`src/design/ohp_pkg.sv`:
```
// shared constants for the overhead serial access ports
package ohp_pkg;

   // system clock
   localparam int CLK_HZ         = 10_000_000;

   // overhead bit clock: burst rate and average rate
   localparam int OBIT_BURST_HZ  = 720_000;
   localparam int OBIT_AVG_HZ    = 144_000;
   // half period in mclk cycles, rounded up
   localparam int OBIT_HALF      = (CLK_HZ + 2 * OBIT_BURST_HZ - 1) / (2 * OBIT_BURST_HZ);
   // one pulse slot in every OBIT_SLOTS slots carries a pulse
   localparam int OBIT_SLOTS     = OBIT_BURST_HZ / OBIT_AVG_HZ;
   localparam int OBIT_ACTIVE    = 1;

   // path overhead clock: burst rate and frame rate
   localparam int POH_BURST_HZ   = 1_250_000;
   localparam int FRAME_HZ       = 8_000;
   localparam int POH_HALF       = (CLK_HZ + 2 * POH_BURST_HZ - 1) / (2 * POH_BURST_HZ);
   localparam int POH_SLOTS      = CLK_HZ / (FRAME_HZ * 2 * POH_HALF);

   // path overhead layout: J1 B3 C2 G1 F2 H4 F3 K4 N1, msb first
   localparam int POH_BYTES      = 9;
   localparam int BYTE_W         = 8;
   localparam int POH_BITS       = POH_BYTES * BYTE_W;
   localparam int POH_IDX_W      = 7;
   localparam logic [6:0] POH_FIRST_IDX = 7'h00;
   localparam logic [6:0] POH_LAST_IDX  = 7'h47;
   localparam logic [6:0] B3_FIRST_IDX  = 7'h08;
   localparam logic [6:0] B3_LAST_IDX   = 7'h0F;

   // alarm indication pattern: rei count, rdi flag, zero fill
   localparam int ALM_BITS       = 8;
   localparam int REI_W          = 4;
   localparam int ALM_PAD        = ALM_BITS - REI_W - 1;

   // receive overhead bit buffer
   localparam int OBIT_FIFO_W    = 1;
   localparam int OBIT_FIFO_D    = 32;

endpackage : ohp_pkg

```
`src/design/ohp_gap_if.sv`:
```
`timescale 1ns/1ns
// gapped clock level and its edge events, one generator shared by receive and transmit users
interface ohp_gap_if;
   logic clk;
   logic rise;
   logic fall;
   modport gen  (output clk, output rise, output fall);
   modport sink (input clk, input rise, input fall);
endinterface : ohp_gap_if

```
`src/design/ohp_ports.sv`:
```
`timescale 1ns/1ns
// Operation
// - received overhead bits shift out unaligned, changing on falling receive bit clock
// - transmit overhead bits taken only while external bit select is one
// - transmit overhead bits sampled on rising edges of transmit bit clock
// - all nine received path overhead bytes shift out on falling clock edges
// - receive frame pulse is one clock cycle high, at the J1 byte
// - the same receive frame pulse marks the alarm output frame
// - receive path overhead clock paces byte output and alarm output
// - J1, C2, G1, F2, H4, F3, K4, N1 sampled on rising transmit clock
// - bit times of the B3 byte on the transmit input are ignored
// - transmit frame pulse is one clock cycle high at start of J1
// - device generates the gapped transmit path overhead clock
// - alarm pattern repeats each eight bits: rei count, rdi, then zeros
module ohp_ports
   import ohp_pkg::*;
(
   // clock and reset
   input  wire logic                   mclk,
   input  wire logic                   rst_n,
   // configuration
   input  wire logic                   external_obit_select,
   // received overhead bits from the mapper
   input  wire logic                   rx_obit_in_valid,
   input  wire logic                   rx_obit_in_bit,
   output logic                        rx_obit_in_ready,
   // receive overhead bit pins
   output logic                        rx_obit_clock,
   output logic                        rx_obit_data,
   // transmit overhead bit pins
   output logic                        tx_obit_clock,
   input  wire logic                   tx_obit_data,
   // transmit overhead bits to the mapper
   output logic                        tx_obit_out_valid,
   output logic                        tx_obit_out_bit,
   // received path overhead and alarm state from the mapper
   input  wire logic [POH_BITS-1:0]    rx_poh_bytes,
   input  wire logic [REI_W-1:0]       rx_rei_count,
   input  wire logic                   rx_rdi,
   // receive path overhead pins
   output logic                        rx_poh_gapped_clock,
   output logic                        rx_poh_serial_data,
   output logic                        rx_poh_frame_pulse,
   output logic                        rx_alarm_port_data,
   // transmit path overhead pins
   output logic                        tx_poh_gapped_clock,
   input  wire logic                   tx_poh_serial_data,
   output logic                        tx_poh_frame_pulse,
   // transmit path overhead to the mapper
   output logic [POH_BITS-1:0]         tx_poh_bytes,
   output logic                        tx_poh_valid
);

   // picks bit idx of a byte string, msb of the first byte at idx zero
   function automatic logic poh_bit(input logic [POH_BITS-1:0] bytes,
                                    input logic [POH_IDX_W-1:0] idx);
      poh_bit = bytes[POH_LAST_IDX - idx];
   endfunction : poh_bit

   // next position in the 72-bit cycle
   function automatic logic [POH_IDX_W-1:0] next_idx(input logic [POH_IDX_W-1:0] idx);
      next_idx = (idx == POH_LAST_IDX) ? POH_FIRST_IDX : POH_IDX_W'(idx + 7'h01);
   endfunction : next_idx

   // gapped clock generators
   ohp_gap_if obit_gap ();
   ohp_gap_if poh_gap ();

   ohp_gapclk #(
      .HALF   (OBIT_HALF),
      .SLOTS  (OBIT_SLOTS),
      .ACTIVE (OBIT_ACTIVE)
   ) u_obit_clk (
      .mclk  (mclk),
      .rst_n (rst_n),
      .gap   (obit_gap)
   );

   ohp_gapclk #(
      .HALF   (POH_HALF),
      .SLOTS  (POH_SLOTS),
      .ACTIVE (POH_BITS)
   ) u_poh_clk (
      .mclk  (mclk),
      .rst_n (rst_n),
      .gap   (poh_gap)
   );

   // both bit clocks share one gapped pattern, both overhead clocks another
   assign rx_obit_clock       = obit_gap.clk;
   assign tx_obit_clock       = obit_gap.clk;
   assign rx_poh_gapped_clock = poh_gap.clk;
   assign tx_poh_gapped_clock = poh_gap.clk;

   // ---------------- receive overhead bits ----------------
   logic fifo_valid;
   logic fifo_bit;
   logic rx_obit_r;

   ohp_fifo #(
      .W     (OBIT_FIFO_W),
      .DEPTH (OBIT_FIFO_D)
   ) u_obit_fifo (
      .mclk      (mclk),
      .rst_n     (rst_n),
      .in_valid  (rx_obit_in_valid),
      .in_data   (rx_obit_in_bit),
      .in_ready  (rx_obit_in_ready),
      .out_valid (fifo_valid),
      .out_data  (fifo_bit),
      .out_ready (obit_gap.fall)
   );

   // next buffered bit goes out on each falling edge, zero when starved
   always_ff @(posedge mclk) begin
      if (!rst_n)
         rx_obit_r <= 1'b0;
      else if (obit_gap.fall)
         rx_obit_r <= fifo_valid ? fifo_bit : 1'b0;
   end

   assign rx_obit_data = rx_obit_r;

   // ---------------- transmit overhead bits ----------------
   logic tx_obit_s1_r;
   logic tx_obit_s2_r;
   logic tx_obit_vld_r;
   logic tx_obit_bit_r;

   // two-stage synchroniser for the bit pin
   always_ff @(posedge mclk) begin
      if (!rst_n) begin
         tx_obit_s1_r <= 1'b0;
         tx_obit_s2_r <= 1'b0;
      end else begin
         tx_obit_s1_r <= tx_obit_data;
         tx_obit_s2_r <= tx_obit_s1_r;
      end
   end

   // sample on each rising edge while external insertion is selected
   always_ff @(posedge mclk) begin
      if (!rst_n) begin
         tx_obit_vld_r <= 1'b0;
         tx_obit_bit_r <= 1'b0;
      end else begin
         tx_obit_vld_r <= obit_gap.rise && external_obit_select;
         if (obit_gap.rise)
            tx_obit_bit_r <= tx_obit_s2_r;
      end
   end

   // handed on as a plain stream, no position attached
   assign tx_obit_out_valid = tx_obit_vld_r;
   assign tx_obit_out_bit   = tx_obit_bit_r;

   // ---------------- receive path overhead and alarm ----------------
   logic [POH_IDX_W-1:0] rx_idx_r;
   logic [POH_IDX_W-1:0] rx_idx_nxt;
   logic [POH_BITS-1:0]  rx_shadow_r;
   logic [ALM_BITS-1:0]  alm_shadow_r;
   logic [ALM_BITS-1:0]  alm_now;
   logic                 rx_data_r;
   logic                 rx_frame_r;
   logic                 alm_data_r;

   assign rx_idx_nxt = next_idx(rx_idx_r);
   assign alm_now    = {rx_rei_count, rx_rdi, ALM_PAD'(0)};

   // frame pulses rise three mclk cycles ahead of the J1 msb rising edge, not at the burst end
   localparam int FRAME_LEAD = (POH_SLOTS - POH_BITS) * 2 * POH_HALF;
   logic [9:0] lead_r;
   logic       lead_hit;

   assign lead_hit = (lead_r == 10'(FRAME_LEAD));

   // counts mclk from the fall that ends a burst, so the pulse spans one period
   always_ff @(posedge mclk) begin
      if (!rst_n)
         lead_r <= 10'h000;
      else if (poh_gap.fall)
         lead_r <= (rx_idx_nxt == POH_FIRST_IDX) ? 10'h001 : 10'h000;
      else if (lead_r != 10'h000)
         lead_r <= lead_hit ? 10'h000 : 10'(lead_r + 10'h001);
   end

   // receive frame pulse: raised ahead of J1, dropped on the fall that ends J1 msb
   always_ff @(posedge mclk) begin
      if (!rst_n)
         rx_frame_r <= 1'b1;
      else if (lead_hit)
         rx_frame_r <= 1'b1;
      else if (poh_gap.fall)
         rx_frame_r <= 1'b0;
   end

   // bit position of what is on the pins, moved on each falling edge
   always_ff @(posedge mclk) begin
      if (!rst_n)
         rx_idx_r <= POH_FIRST_IDX;
      else if (poh_gap.fall)
         rx_idx_r <= rx_idx_nxt;
   end

   // snapshot of the bytes and alarm state at the frame start
   always_ff @(posedge mclk) begin
      if (!rst_n) begin
         rx_shadow_r  <= '0;
         alm_shadow_r <= '0;
      end else if (poh_gap.fall && rx_idx_nxt == POH_FIRST_IDX) begin
         rx_shadow_r  <= rx_poh_bytes;
         alm_shadow_r <= alm_now;
      end
   end

   // data and alarm change together on falling edges
   always_ff @(posedge mclk) begin
      if (!rst_n) begin
         rx_data_r  <= 1'b0;
         alm_data_r <= 1'b0;
      end else if (poh_gap.fall) begin
         if (rx_idx_nxt == POH_FIRST_IDX) begin
            rx_data_r  <= poh_bit(rx_poh_bytes, rx_idx_nxt);
            alm_data_r <= alm_now[ALM_BITS-1];
         end else begin
            rx_data_r  <= poh_bit(rx_shadow_r, rx_idx_nxt);
            alm_data_r <= alm_shadow_r[3'(ALM_BITS - 1) - rx_idx_nxt[2:0]];
         end
      end
   end

   assign rx_poh_serial_data = rx_data_r;
   assign rx_poh_frame_pulse = rx_frame_r;
   assign rx_alarm_port_data = alm_data_r;

   // ---------------- transmit path overhead ----------------
   logic                 tx_poh_s1_r;
   logic                 tx_poh_s2_r;
   logic [POH_IDX_W-1:0] tx_idx_r;
   logic [POH_BITS-1:0]  tx_asm_r;
   logic [POH_BITS-1:0]  tx_bytes_r;
   logic                 tx_valid_r;
   logic                 tx_frame_r;
   logic                 tx_in_b3;

   assign tx_in_b3 = (tx_idx_r >= B3_FIRST_IDX) && (tx_idx_r <= B3_LAST_IDX);

   // two-stage synchroniser for the data pin
   always_ff @(posedge mclk) begin
      if (!rst_n) begin
         tx_poh_s1_r <= 1'b0;
         tx_poh_s2_r <= 1'b0;
      end else begin
         tx_poh_s1_r <= tx_poh_serial_data;
         tx_poh_s2_r <= tx_poh_s1_r;
      end
   end

   // position of the next bit to sample
   always_ff @(posedge mclk) begin
      if (!rst_n)
         tx_idx_r <= POH_FIRST_IDX;
      else if (poh_gap.rise)
         tx_idx_r <= next_idx(tx_idx_r);
   end

   // assemble bytes on rising edges, the B3 span stays zero
   always_ff @(posedge mclk) begin
      if (!rst_n)
         tx_asm_r <= '0;
      else if (poh_gap.rise)
         tx_asm_r[POH_LAST_IDX - tx_idx_r] <= tx_in_b3 ? 1'b0 : tx_poh_s2_r;
   end

   // complete set handed on after the N1 lsb
   always_ff @(posedge mclk) begin
      if (!rst_n) begin
         tx_bytes_r <= '0;
         tx_valid_r <= 1'b0;
      end else begin
         tx_valid_r <= poh_gap.rise && tx_idx_r == POH_LAST_IDX;
         if (poh_gap.rise && tx_idx_r == POH_LAST_IDX) begin
            tx_bytes_r    <= tx_asm_r;
            tx_bytes_r[0] <= tx_poh_s2_r;
         end
      end
   end

   // frame pulse raised on lead_hit, three mclk cycles ahead of the J1 msb rising edge
   always_ff @(posedge mclk) begin
      if (!rst_n)
         tx_frame_r <= 1'b1;
      else if (lead_hit)
         tx_frame_r <= 1'b1;
      else if (poh_gap.fall)
         tx_frame_r <= 1'b0;
   end

   assign tx_poh_bytes       = tx_bytes_r;
   assign tx_poh_valid       = tx_valid_r;
   assign tx_poh_frame_pulse = tx_frame_r;
endmodule : ohp_ports

```
`src/design/ohp_gapclk.sv`:
```
`timescale 1ns/1ns
// gapped clock: pulses in the first ACTIVE of every SLOTS pulse slots
module ohp_gapclk
   import ohp_pkg::*;
#(
   parameter int HALF   = 4,
   parameter int SLOTS  = 156,
   parameter int ACTIVE = 72
) (
   // clock and reset
   input wire logic mclk,
   input wire logic rst_n,
   // generated clock
   ohp_gap_if.gen   gap
);

   logic [7:0] half_r;
   logic       phase_r;
   logic [7:0] slot_r;
   logic       clk_r;
   logic       rise_r;
   logic       fall_r;
   logic       half_end;
   logic       active;

   assign half_end = (half_r == 8'(HALF - 1));
   assign active   = (slot_r < 8'(ACTIVE));

   // half period counter
   always_ff @(posedge mclk) begin
      if (!rst_n)
         half_r <= 8'h00;
      else if (half_end)
         half_r <= 8'h00;
      else
         half_r <= 8'(half_r + 8'h01);
   end

   // low or high half of a slot
   always_ff @(posedge mclk) begin
      if (!rst_n)
         phase_r <= 1'b0;
      else if (half_end)
         phase_r <= ~phase_r;
   end

   // slot position within the gap pattern
   always_ff @(posedge mclk) begin
      if (!rst_n)
         slot_r <= 8'h00;
      else if (half_end && phase_r)
         slot_r <= (slot_r == 8'(SLOTS - 1)) ? 8'h00 : 8'(slot_r + 8'h01);
   end

   // clock level and edge events, rise and fall coincide with the new level
   always_ff @(posedge mclk) begin
      if (!rst_n) begin
         clk_r  <= 1'b0;
         rise_r <= 1'b0;
         fall_r <= 1'b0;
      end else begin
         if (half_end)
            clk_r <= !phase_r && active;
         rise_r <= half_end && !phase_r && active;
         fall_r <= half_end && phase_r && clk_r;
      end
   end

   assign gap.clk  = clk_r;
   assign gap.rise = rise_r;
   assign gap.fall = fall_r;

endmodule : ohp_gapclk

```
`src/design/ohp_fifo.sv`:
```
`timescale 1ns/1ns
// first-in first-out buffer with valid and ready on both sides
module ohp_fifo
   import ohp_pkg::*;
#(
   parameter int W     = 1,
   parameter int DEPTH = 32,
   parameter int AW    = $clog2(DEPTH)
) (
   // clock and reset
   input  wire logic         mclk,
   input  wire logic         rst_n,
   // fill side
   input  wire logic         in_valid,
   input  wire logic [W-1:0] in_data,
   output logic              in_ready,
   // drain side
   output logic              out_valid,
   output logic [W-1:0]      out_data,
   input  wire logic         out_ready
);

   logic [W-1:0] mem [DEPTH];
   logic [AW:0]  wr_r;
   logic [AW:0]  rd_r;
   logic         push;
   logic         pop;

   // full when pointers differ only in the wrap bit
   assign in_ready  = !((wr_r[AW] != rd_r[AW]) && (wr_r[AW-1:0] == rd_r[AW-1:0]));
   assign out_valid = (wr_r != rd_r);
   assign out_data  = mem[rd_r[AW-1:0]];
   assign push      = in_valid && in_ready;
   assign pop       = out_valid && out_ready;

   // storage write
   always_ff @(posedge mclk) begin
      if (push)
         mem[wr_r[AW-1:0]] <= in_data;
   end

   // pointers
   always_ff @(posedge mclk) begin
      if (!rst_n) begin
         wr_r <= '0;
         rd_r <= '0;
      end else begin
         if (push)
            wr_r <= (AW+1)'(wr_r + 1'b1);
         if (pop)
            rd_r <= (AW+1)'(rd_r + 1'b1);
      end
   end

endmodule : ohp_fifo

```
`config.mk`:
```
export PLATFORM = sky130hd
export DESIGN_NAME = ohp_ports
export DESIGN_NICKNAME = d
export VERILOG_FILES = /design/src/design/ohp_pkg.sv /design/src/design/ohp_gap_if.sv /design/src/design/ohp_ports.sv /design/src/design/ohp_gapclk.sv /design/src/design/ohp_fifo.sv
export SDC_FILE = /design/constraint.sdc
export NUM_CORES = 1
export LEC_CHECK = 0
export BUFFER_PORTS_ARGS = -buffer_cell sky130_fd_sc_hd__buf_4
export CAP_MARGIN = 5
export CORE_MARGIN = 3
export CORE_UTILIZATION = 50
export DETAILED_ROUTE_END_ITERATION = 10
export GPL_ROUTABILITY_DRIVEN = 0
export MAX_ROUTING_LAYER = met4
export PLACE_DENSITY_LB_ADDON = 0.2
export SYNTH_ARGS = -nofsm -noshare
export SYNTH_HDL_FRONTEND = slang
export SYNTH_SLANG_ARGS = --single-unit
```
`constraint.sdc`:
```
create_clock -name mclk -period 2.4 [get_ports mclk]
set_input_delay 0.48 -clock mclk [delete_from_list [all_inputs] [get_ports mclk]]
set_output_delay 0.48 -clock mclk [all_outputs]
set_load 0.03 [all_outputs]
```
; After elaboration in Yosys (flattened, before gate mapping)
; Memories as Yosys holds them, arrays and structs flattened. A register that Yosys moved wholly into a read port is not among the register bits.
; Index checks and enable logic that the tools add are counted.
[totals]
ramBits = 32
reg_bits = 308
memories = 1
in_bits = 84
[mem_list]
columns = name, depth, width, read_ports, rd_ports_with_merged_regs, write_ports, line
row1 = u_obit_fifo.mem, 32, 1, 1, 1, 1, ohp_fifo.sv:23  ; logic [W-1:0] mem [DEPTH];
[classes]
bitwise_logic = 3
muxes = 25
addsub = 12
n_eq_ne = 10
n_lt_le_gt_ge = 8
reduce_logical = 27
[ops]
columns = operator, count
row1 = 72-bit bitwise mux, 1
row2 = 8-bit by 1-bit adder with 8-bit output (second input constant), 4
row3 = 10-bit 2-to-1 mux, 3
row4 = 1-bit logical AND, 18
row5 = 8-bit by 3-bit equality test with 1-bit output (second input constant), 2
row6 = 7-bit by 8-bit less-than comparator with 1-bit output (second input constant), 2
row7 = 8-bit 2-to-1 mux, 2
row8 = 7-bit by 1-bit adder with 7-bit output (second input constant), 2
row9 = 1-bit binary-select mux with 7-bit select, 2
row10 = 7-bit equality test (second input constant), 2
row11 = 7-bit 2-to-1 mux, 2
row12 = 7-bit subtractor (first input constant), 2
row13 = 6-bit by 1-bit adder with 6-bit output (second input constant), 2
row14 = 1-bit 2-to-1 mux, 11
row15 = 10-bit by 1-bit adder with 10-bit output (second input constant), 1
row16 = 10-bit equality test (second input constant), 1
row17 = 5-bit 2-to-1 mux, 2
row18 = 10-bit nonzero test, 1
row19 = 8-bit by 2-bit equality test with 1-bit output (second input constant), 1
row20 = 8-bit equality test (second input constant), 1
row21 = 8-bit by 1-bit less-than comparator with 1-bit output (second input constant), 1
row22 = 8-bit by 7-bit less-than comparator with 1-bit output (second input constant), 1
row23 = 1-bit demux with 7-bit select, 1
row24 = 7-bit by 1-bit >= comparator with 1-bit output (second input constant), 1
row25 = other kinds (13), 19

; Logic depth before layout (Yosys ltp)
[depth]
depth_word = 6
depth_mapped = 12
depth_no_buf = 10

; Modules after synthesis
; From an unflattened synthesis, not the netlist that was laid out.
[hier_totals]
hier_cells = 1588
hier_area_um2 = 14352.5
[modules_own_cells]
columns = module, seq_area_each_um2, n_inst, area_per_inst_um2, cells_per_inst
row1 = ohp_ports, 5104.9, 1, 10286.1, 1197
row2 = ohp_fifo, 1301.2, 1, 2316.0, 205
row3 = ohp_gapclk (u_obit_clk), 400.4, 1, 883.3, 96
row4 = ohp_gapclk (u_poh_clk), 400.4, 1, 867.1, 90

; Least setup slack after synthesis
; No wires, ideal clock.
[synth_timing]
path_kind = register to register
start = register rx_idx_r[1]
end = register rx_data_r (netlist: rx_poh_serial_data)
path_buffers = 2
t_arrival_ps = 2488
stages_incl_launch_ff = 13
setup_slack_ps = -166
setup_ps = 79
t_required_ps = 2321
path_cell_list = dfxtp_1 ha_1 buf_2 nand3_1 o21ai_0 clkbuf_1 ha_1 xor2_1 xnor2_1 nor2_1 nand4_1 o31a_1 o221ai_2
[synth_via]
elab_chain_cells = 6
word_cells_on_any_way = 10
classes_between = 2 x add/sub / 1 x eq/ne / 6 x mux / 1 x reduce/logical
[synth_lines]
columns = element, line
row1 = start: declaration, ohp_ports.sv:158  ; logic [POH_IDX_W-1:0] rx_idx_r;
row2 = start signal: assignment, ohp_ports.sv:202  ; rx_idx_r <= rx_idx_nxt;
row3 = 7-bit by 1-bit adder with 7-bit output / 7-bit equality test (equally long branches), ohp_ports.sv:62  ; next_idx = (idx == POH_LAST_IDX) ? POH_FIRST_IDX : POH_IDX_W'(idx + 7'h01);
row4 = 7-bit 2-to-1 mux (*), ohp_ports.sv:62
row5 = 7-bit subtractor, ohp_ports.sv:57  ; poh_bit = bytes[POH_LAST_IDX - idx];
row6 = 1-bit binary-select mux with 7-bit select, ohp_ports.sv:57
row7 = 1-bit 2-to-1 mux (not written as such), ohp_ports.sv:57
row8 = 1-bit 2-to-1 mux (*), ohp_ports.sv:222  ; if (rx_idx_nxt == POH_FIRST_IDX) begin
row9 = end signal: assignment, ohp_ports.sv:223  ; rx_data_r <= poh_bit(rx_poh_bytes, rx_idx_nxt);
row10 = end signal: assignment, ohp_ports.sv:226  ; rx_data_r <= poh_bit(rx_shadow_r, rx_idx_nxt);
row11 = end: declaration, ohp_ports.sv:163  ; logic rx_data_r;
; Every way passes the cells marked *; elsewhere a longest branch is shown, timed or not. The select of a mux whose other input is x is not followed.
; A chain may end at the register's enable or synchronous reset.

; Final worst setup path
[layout_timing]
start = register rx_idx_r[0]
end = register rx_data_r (netlist: rx_poh_serial_data)
; Same word-level chain as after synthesis.

==> out/summary.txt <==
starting density of the core = 51.27%
reg2reg end = rx_poh_serial_data
total number of vias = 11260
DP HPWL = 21.61 mm
share of layout cells above drive strength 1 = 19.59%
clk_lat worst skew = 520 ps
input/output buffers = 168
Synth Area in Compound Gates = 13.51%
number of synthesized flops with an enable pin = 32
clock slew at reported path FFs = 70 ps
Avg Cell Area, Syn = 9.106 um2
Die Height = 172.7 um
mux contribution to synthesized area = 5.213%
Warnings, synthesis = 0
# clock sinks = 344
vias in the first global route = 10800
Pleak = 6.358 nW
Worst Hold Class = primary input to register
setup slack, reg-to-reg = 110 ps
post-synthesis cell area = 13900 um2
die footprint = 29830 um2
worst-margin pin slew = 815.5 ps
Worst Hold End = tx_obit_s1_r
Worst setup EP type = register
max cap viols = 0
first-pass GRT wire length = 54.17 mm
nets = 1800
largest family of logic cells by synthesized area = simple AND/OR/NAND/NOR gates
final setup TNS = 0 ps
FF-to-FF path depth = 9
Max VDD drop = 0.5371 mV
CP Data Arrival Time = 2690 ps
Post-synth top flop = dfxtp_1
final setup skew = 16.64 ps
filler instances = 2347
antenna viol nets, final = 0
#FFs+latches synth = 344
Mapped Cells = 1526
vias per inst = 5.384
TritonRoute pass-1 iters = 5
ANT cells = 0
area of the multi-input gates = 6235 um2
Worst slew margin = 45.63%
worst endpoint required time = 2800 ps
Hold Crit Depth = 2
reg2reg start = rx_idx_r[0]
Final Total Pwr = 11.38 mW
fin crit share = 95.52%
final hold violations = 0
Synth Area in Adders = 1.711%
max-slew violations = 0
CTS Buffer Depth = 3
DR WL/cell = 15.88 um
status = completed
hold path start = tx_obit_data
Mapped Nets = 1629
pwr dens = 670.3 nW/um2
largest net degree at the start of global routing = 97
sequential area share after synthesis = 51.86%
FP Rows = 60
Routed Wire Length = 33.22 mm
CTS tree = done
hold_buf cts = 0
element type at the critical path start = register
H-tree depth = 2
Post-Synth Simple-Gate Area = 20.08%
Post-route DRC = 0
FFs w/ async S/R, synth = 0%
FMAX = 436.2 MHz
Crit Path Class = register to register
All-Layer GR Usage = 22.03%
register area = 7207 um2
final setup vio count = 0
Yosys cell types = 68
Die W = 172.7 um
1st-iter DRT viols = 709
maximum fanout along the worst path = 10
Num CTS Buffers = 36
I/O pins = 169
core area = 27100 um2
Layout area overhead = 22.13%
GRT Residual Overflow = 0
antenna violations before repair = 0
Root Buffer Master = clkbuf_16
fin crit period = 2293 ps
Synth Area in XOR/XNOR = 3.656%
-- synth_stat cells (6+ instances only) --
master    instances  share of area (%)
nor4_1            8               0.36
dfxtp_1         312                 45
a22o_1           72                4.5
mux2i_1          24                1.7
buf_6             6               0.49
mux4_2           21                3.4
nand4_1          12               0.54
edfxtp_1         32                6.9
nand3_1          91                3.3
ha_1             19                1.7
nand2_1         332                9.0
clkbuf_1         75                2.0
nor2_1          131                3.5
a21oi_1         167                6.0
or3_1             9               0.41
nor3_1           11               0.40
and2_1            8               0.36
nand2b_1          9               0.41
inv_1            19               0.51
xnor2_1          24                1.5
o21ai_0          12               0.43
xor2_1           34                2.1
and3_1           13               0.59
buf_2            15               0.54
-- placed cells by master (no fill, tap or decap), types with 12 or more instances in the layout --
cell type / Yosys / routed
nand2_1: 332 / 332
dfxtp_1: 312 / 312
buf_4: 5 / 225
a21oi_1: 167 / 165
nor2_1: 131 / 129
nand3_1: 91 / 91
a22o_1: 72 / 72
clkbuf_16: 0 / 38
xor2_1: 34 / 34
edfxtp_1: 32 / 32
mux2i_1: 24 / 24
xnor2_1: 24 / 23
mux4_2: 21 / 21
inv_1: 19 / 19
ha_1: 19 / 18
clkbuf_1: 75 / 14
and3_1: 13 / 12
nand4_1: 12 / 12
-- flip-flops by register name (all words and copies together) (netlist names), 8 cells and up, named ones only --
name               flops
u_poh_clk.slot_r       8
u_obit_clk.slot_r      8
u_obit_clk.half_r      8
tx_asm_r              71
u_obit_fifo.mem       32
lead_r                10
rx_shadow_r           72
u_poh_clk.half_r       8
tx_poh_bytes          72
-- kinds of logic (layout without fill, tap and decap cells) --
family | Yosys count | count (layout)
and+or+nand+nor | 643 | 643
xor gates and xnor gates | 58 | 58
AOI/OAI and AO/OA | 291 | 291
adders and majority gates | 19 | 19
muxes | 46 | 46
DFF | 344 | 344
buffers and inverters | 125 | 319
-- worst max path at each step --
stage                start                  to  slack (ps)  cells past startpoint
2_1_floorplan  rx_idx_r[1]  rx_poh_serial_data          20                     12
3_3_place_gp   rx_idx_r[0]     rx_shadow_r[25]         120                      9
3_5_place_dp   rx_idx_r[0]     rx_shadow_r[51]          20                      9
4_1_cts        rx_idx_r[0]     rx_shadow_r[31]          30                     10
5_1_grt        rx_idx_r[0]  rx_poh_serial_data          -6                      9
6_report       rx_idx_r[0]  rx_poh_serial_data         110                      9
-- cell type report --
class / count / area share [%]
inverters: 21 / 0.4792
clock inverters: 6 / 0.2507
well taps: 372 / 2.743
flip-flops and latches: 344 / 42.47
multi-input cells: 1057 / 36.74
clock buffers: 55 / 6.090
repair buffers: 237 / 11.24
-- routing by layer --
metal / track usage [%] / part of all wire [%] / vias to the layer above
met5: - / 0 / -
li1: - / - / 5603
met1: 28.88 / 44 / 5274
met3: 3.975 / 5.8 / 55
met4: 6.149 / 2.2 / 0
met2: 35.33 / 47 / 332
-- worst max-delay path, stage by stage (launching register included) --
cell	delay (ps)
dfxtp_1	360
ha_2	210
buf_6	140
nand2b_4	140
o21ai_1	70
o211ai_1	470
o22ai_1	180
a311o_1	360
a21oi_2	140
o221ai_2	110
-- power by group --
part           switching [mW]  internal, mW
combinational           0.228         0.163
sequential             0.0340          5.83
clock                    2.15          2.97
-- timing repair --
item                                    4_1_cts  5_1_grt
buffers inserted                              1        0
pin swaps                                     1        9
gates resized for setup                       1       16
gates cloned                                  1        1
endpoints found under the setup margin        4       73
-- per-stage QoR --
stage	utilization, %	setup WS, ps	hold slack (ps)	instances	instance area [um2]
floorplan	-	22.47	410.9	1526	13900
global placement	58.20	117.5	414.1	2028	15770
detailed placement	58.20	19.82	423.2	2028	15770
CTS	62.32	32.49	158.8	2091	16890
global route	62.62	-6.050	167.3	2092	16970
finish	62.62	107.4	179.9	2092	16970
Note: power is estimated with default switching activity, not from simulation.
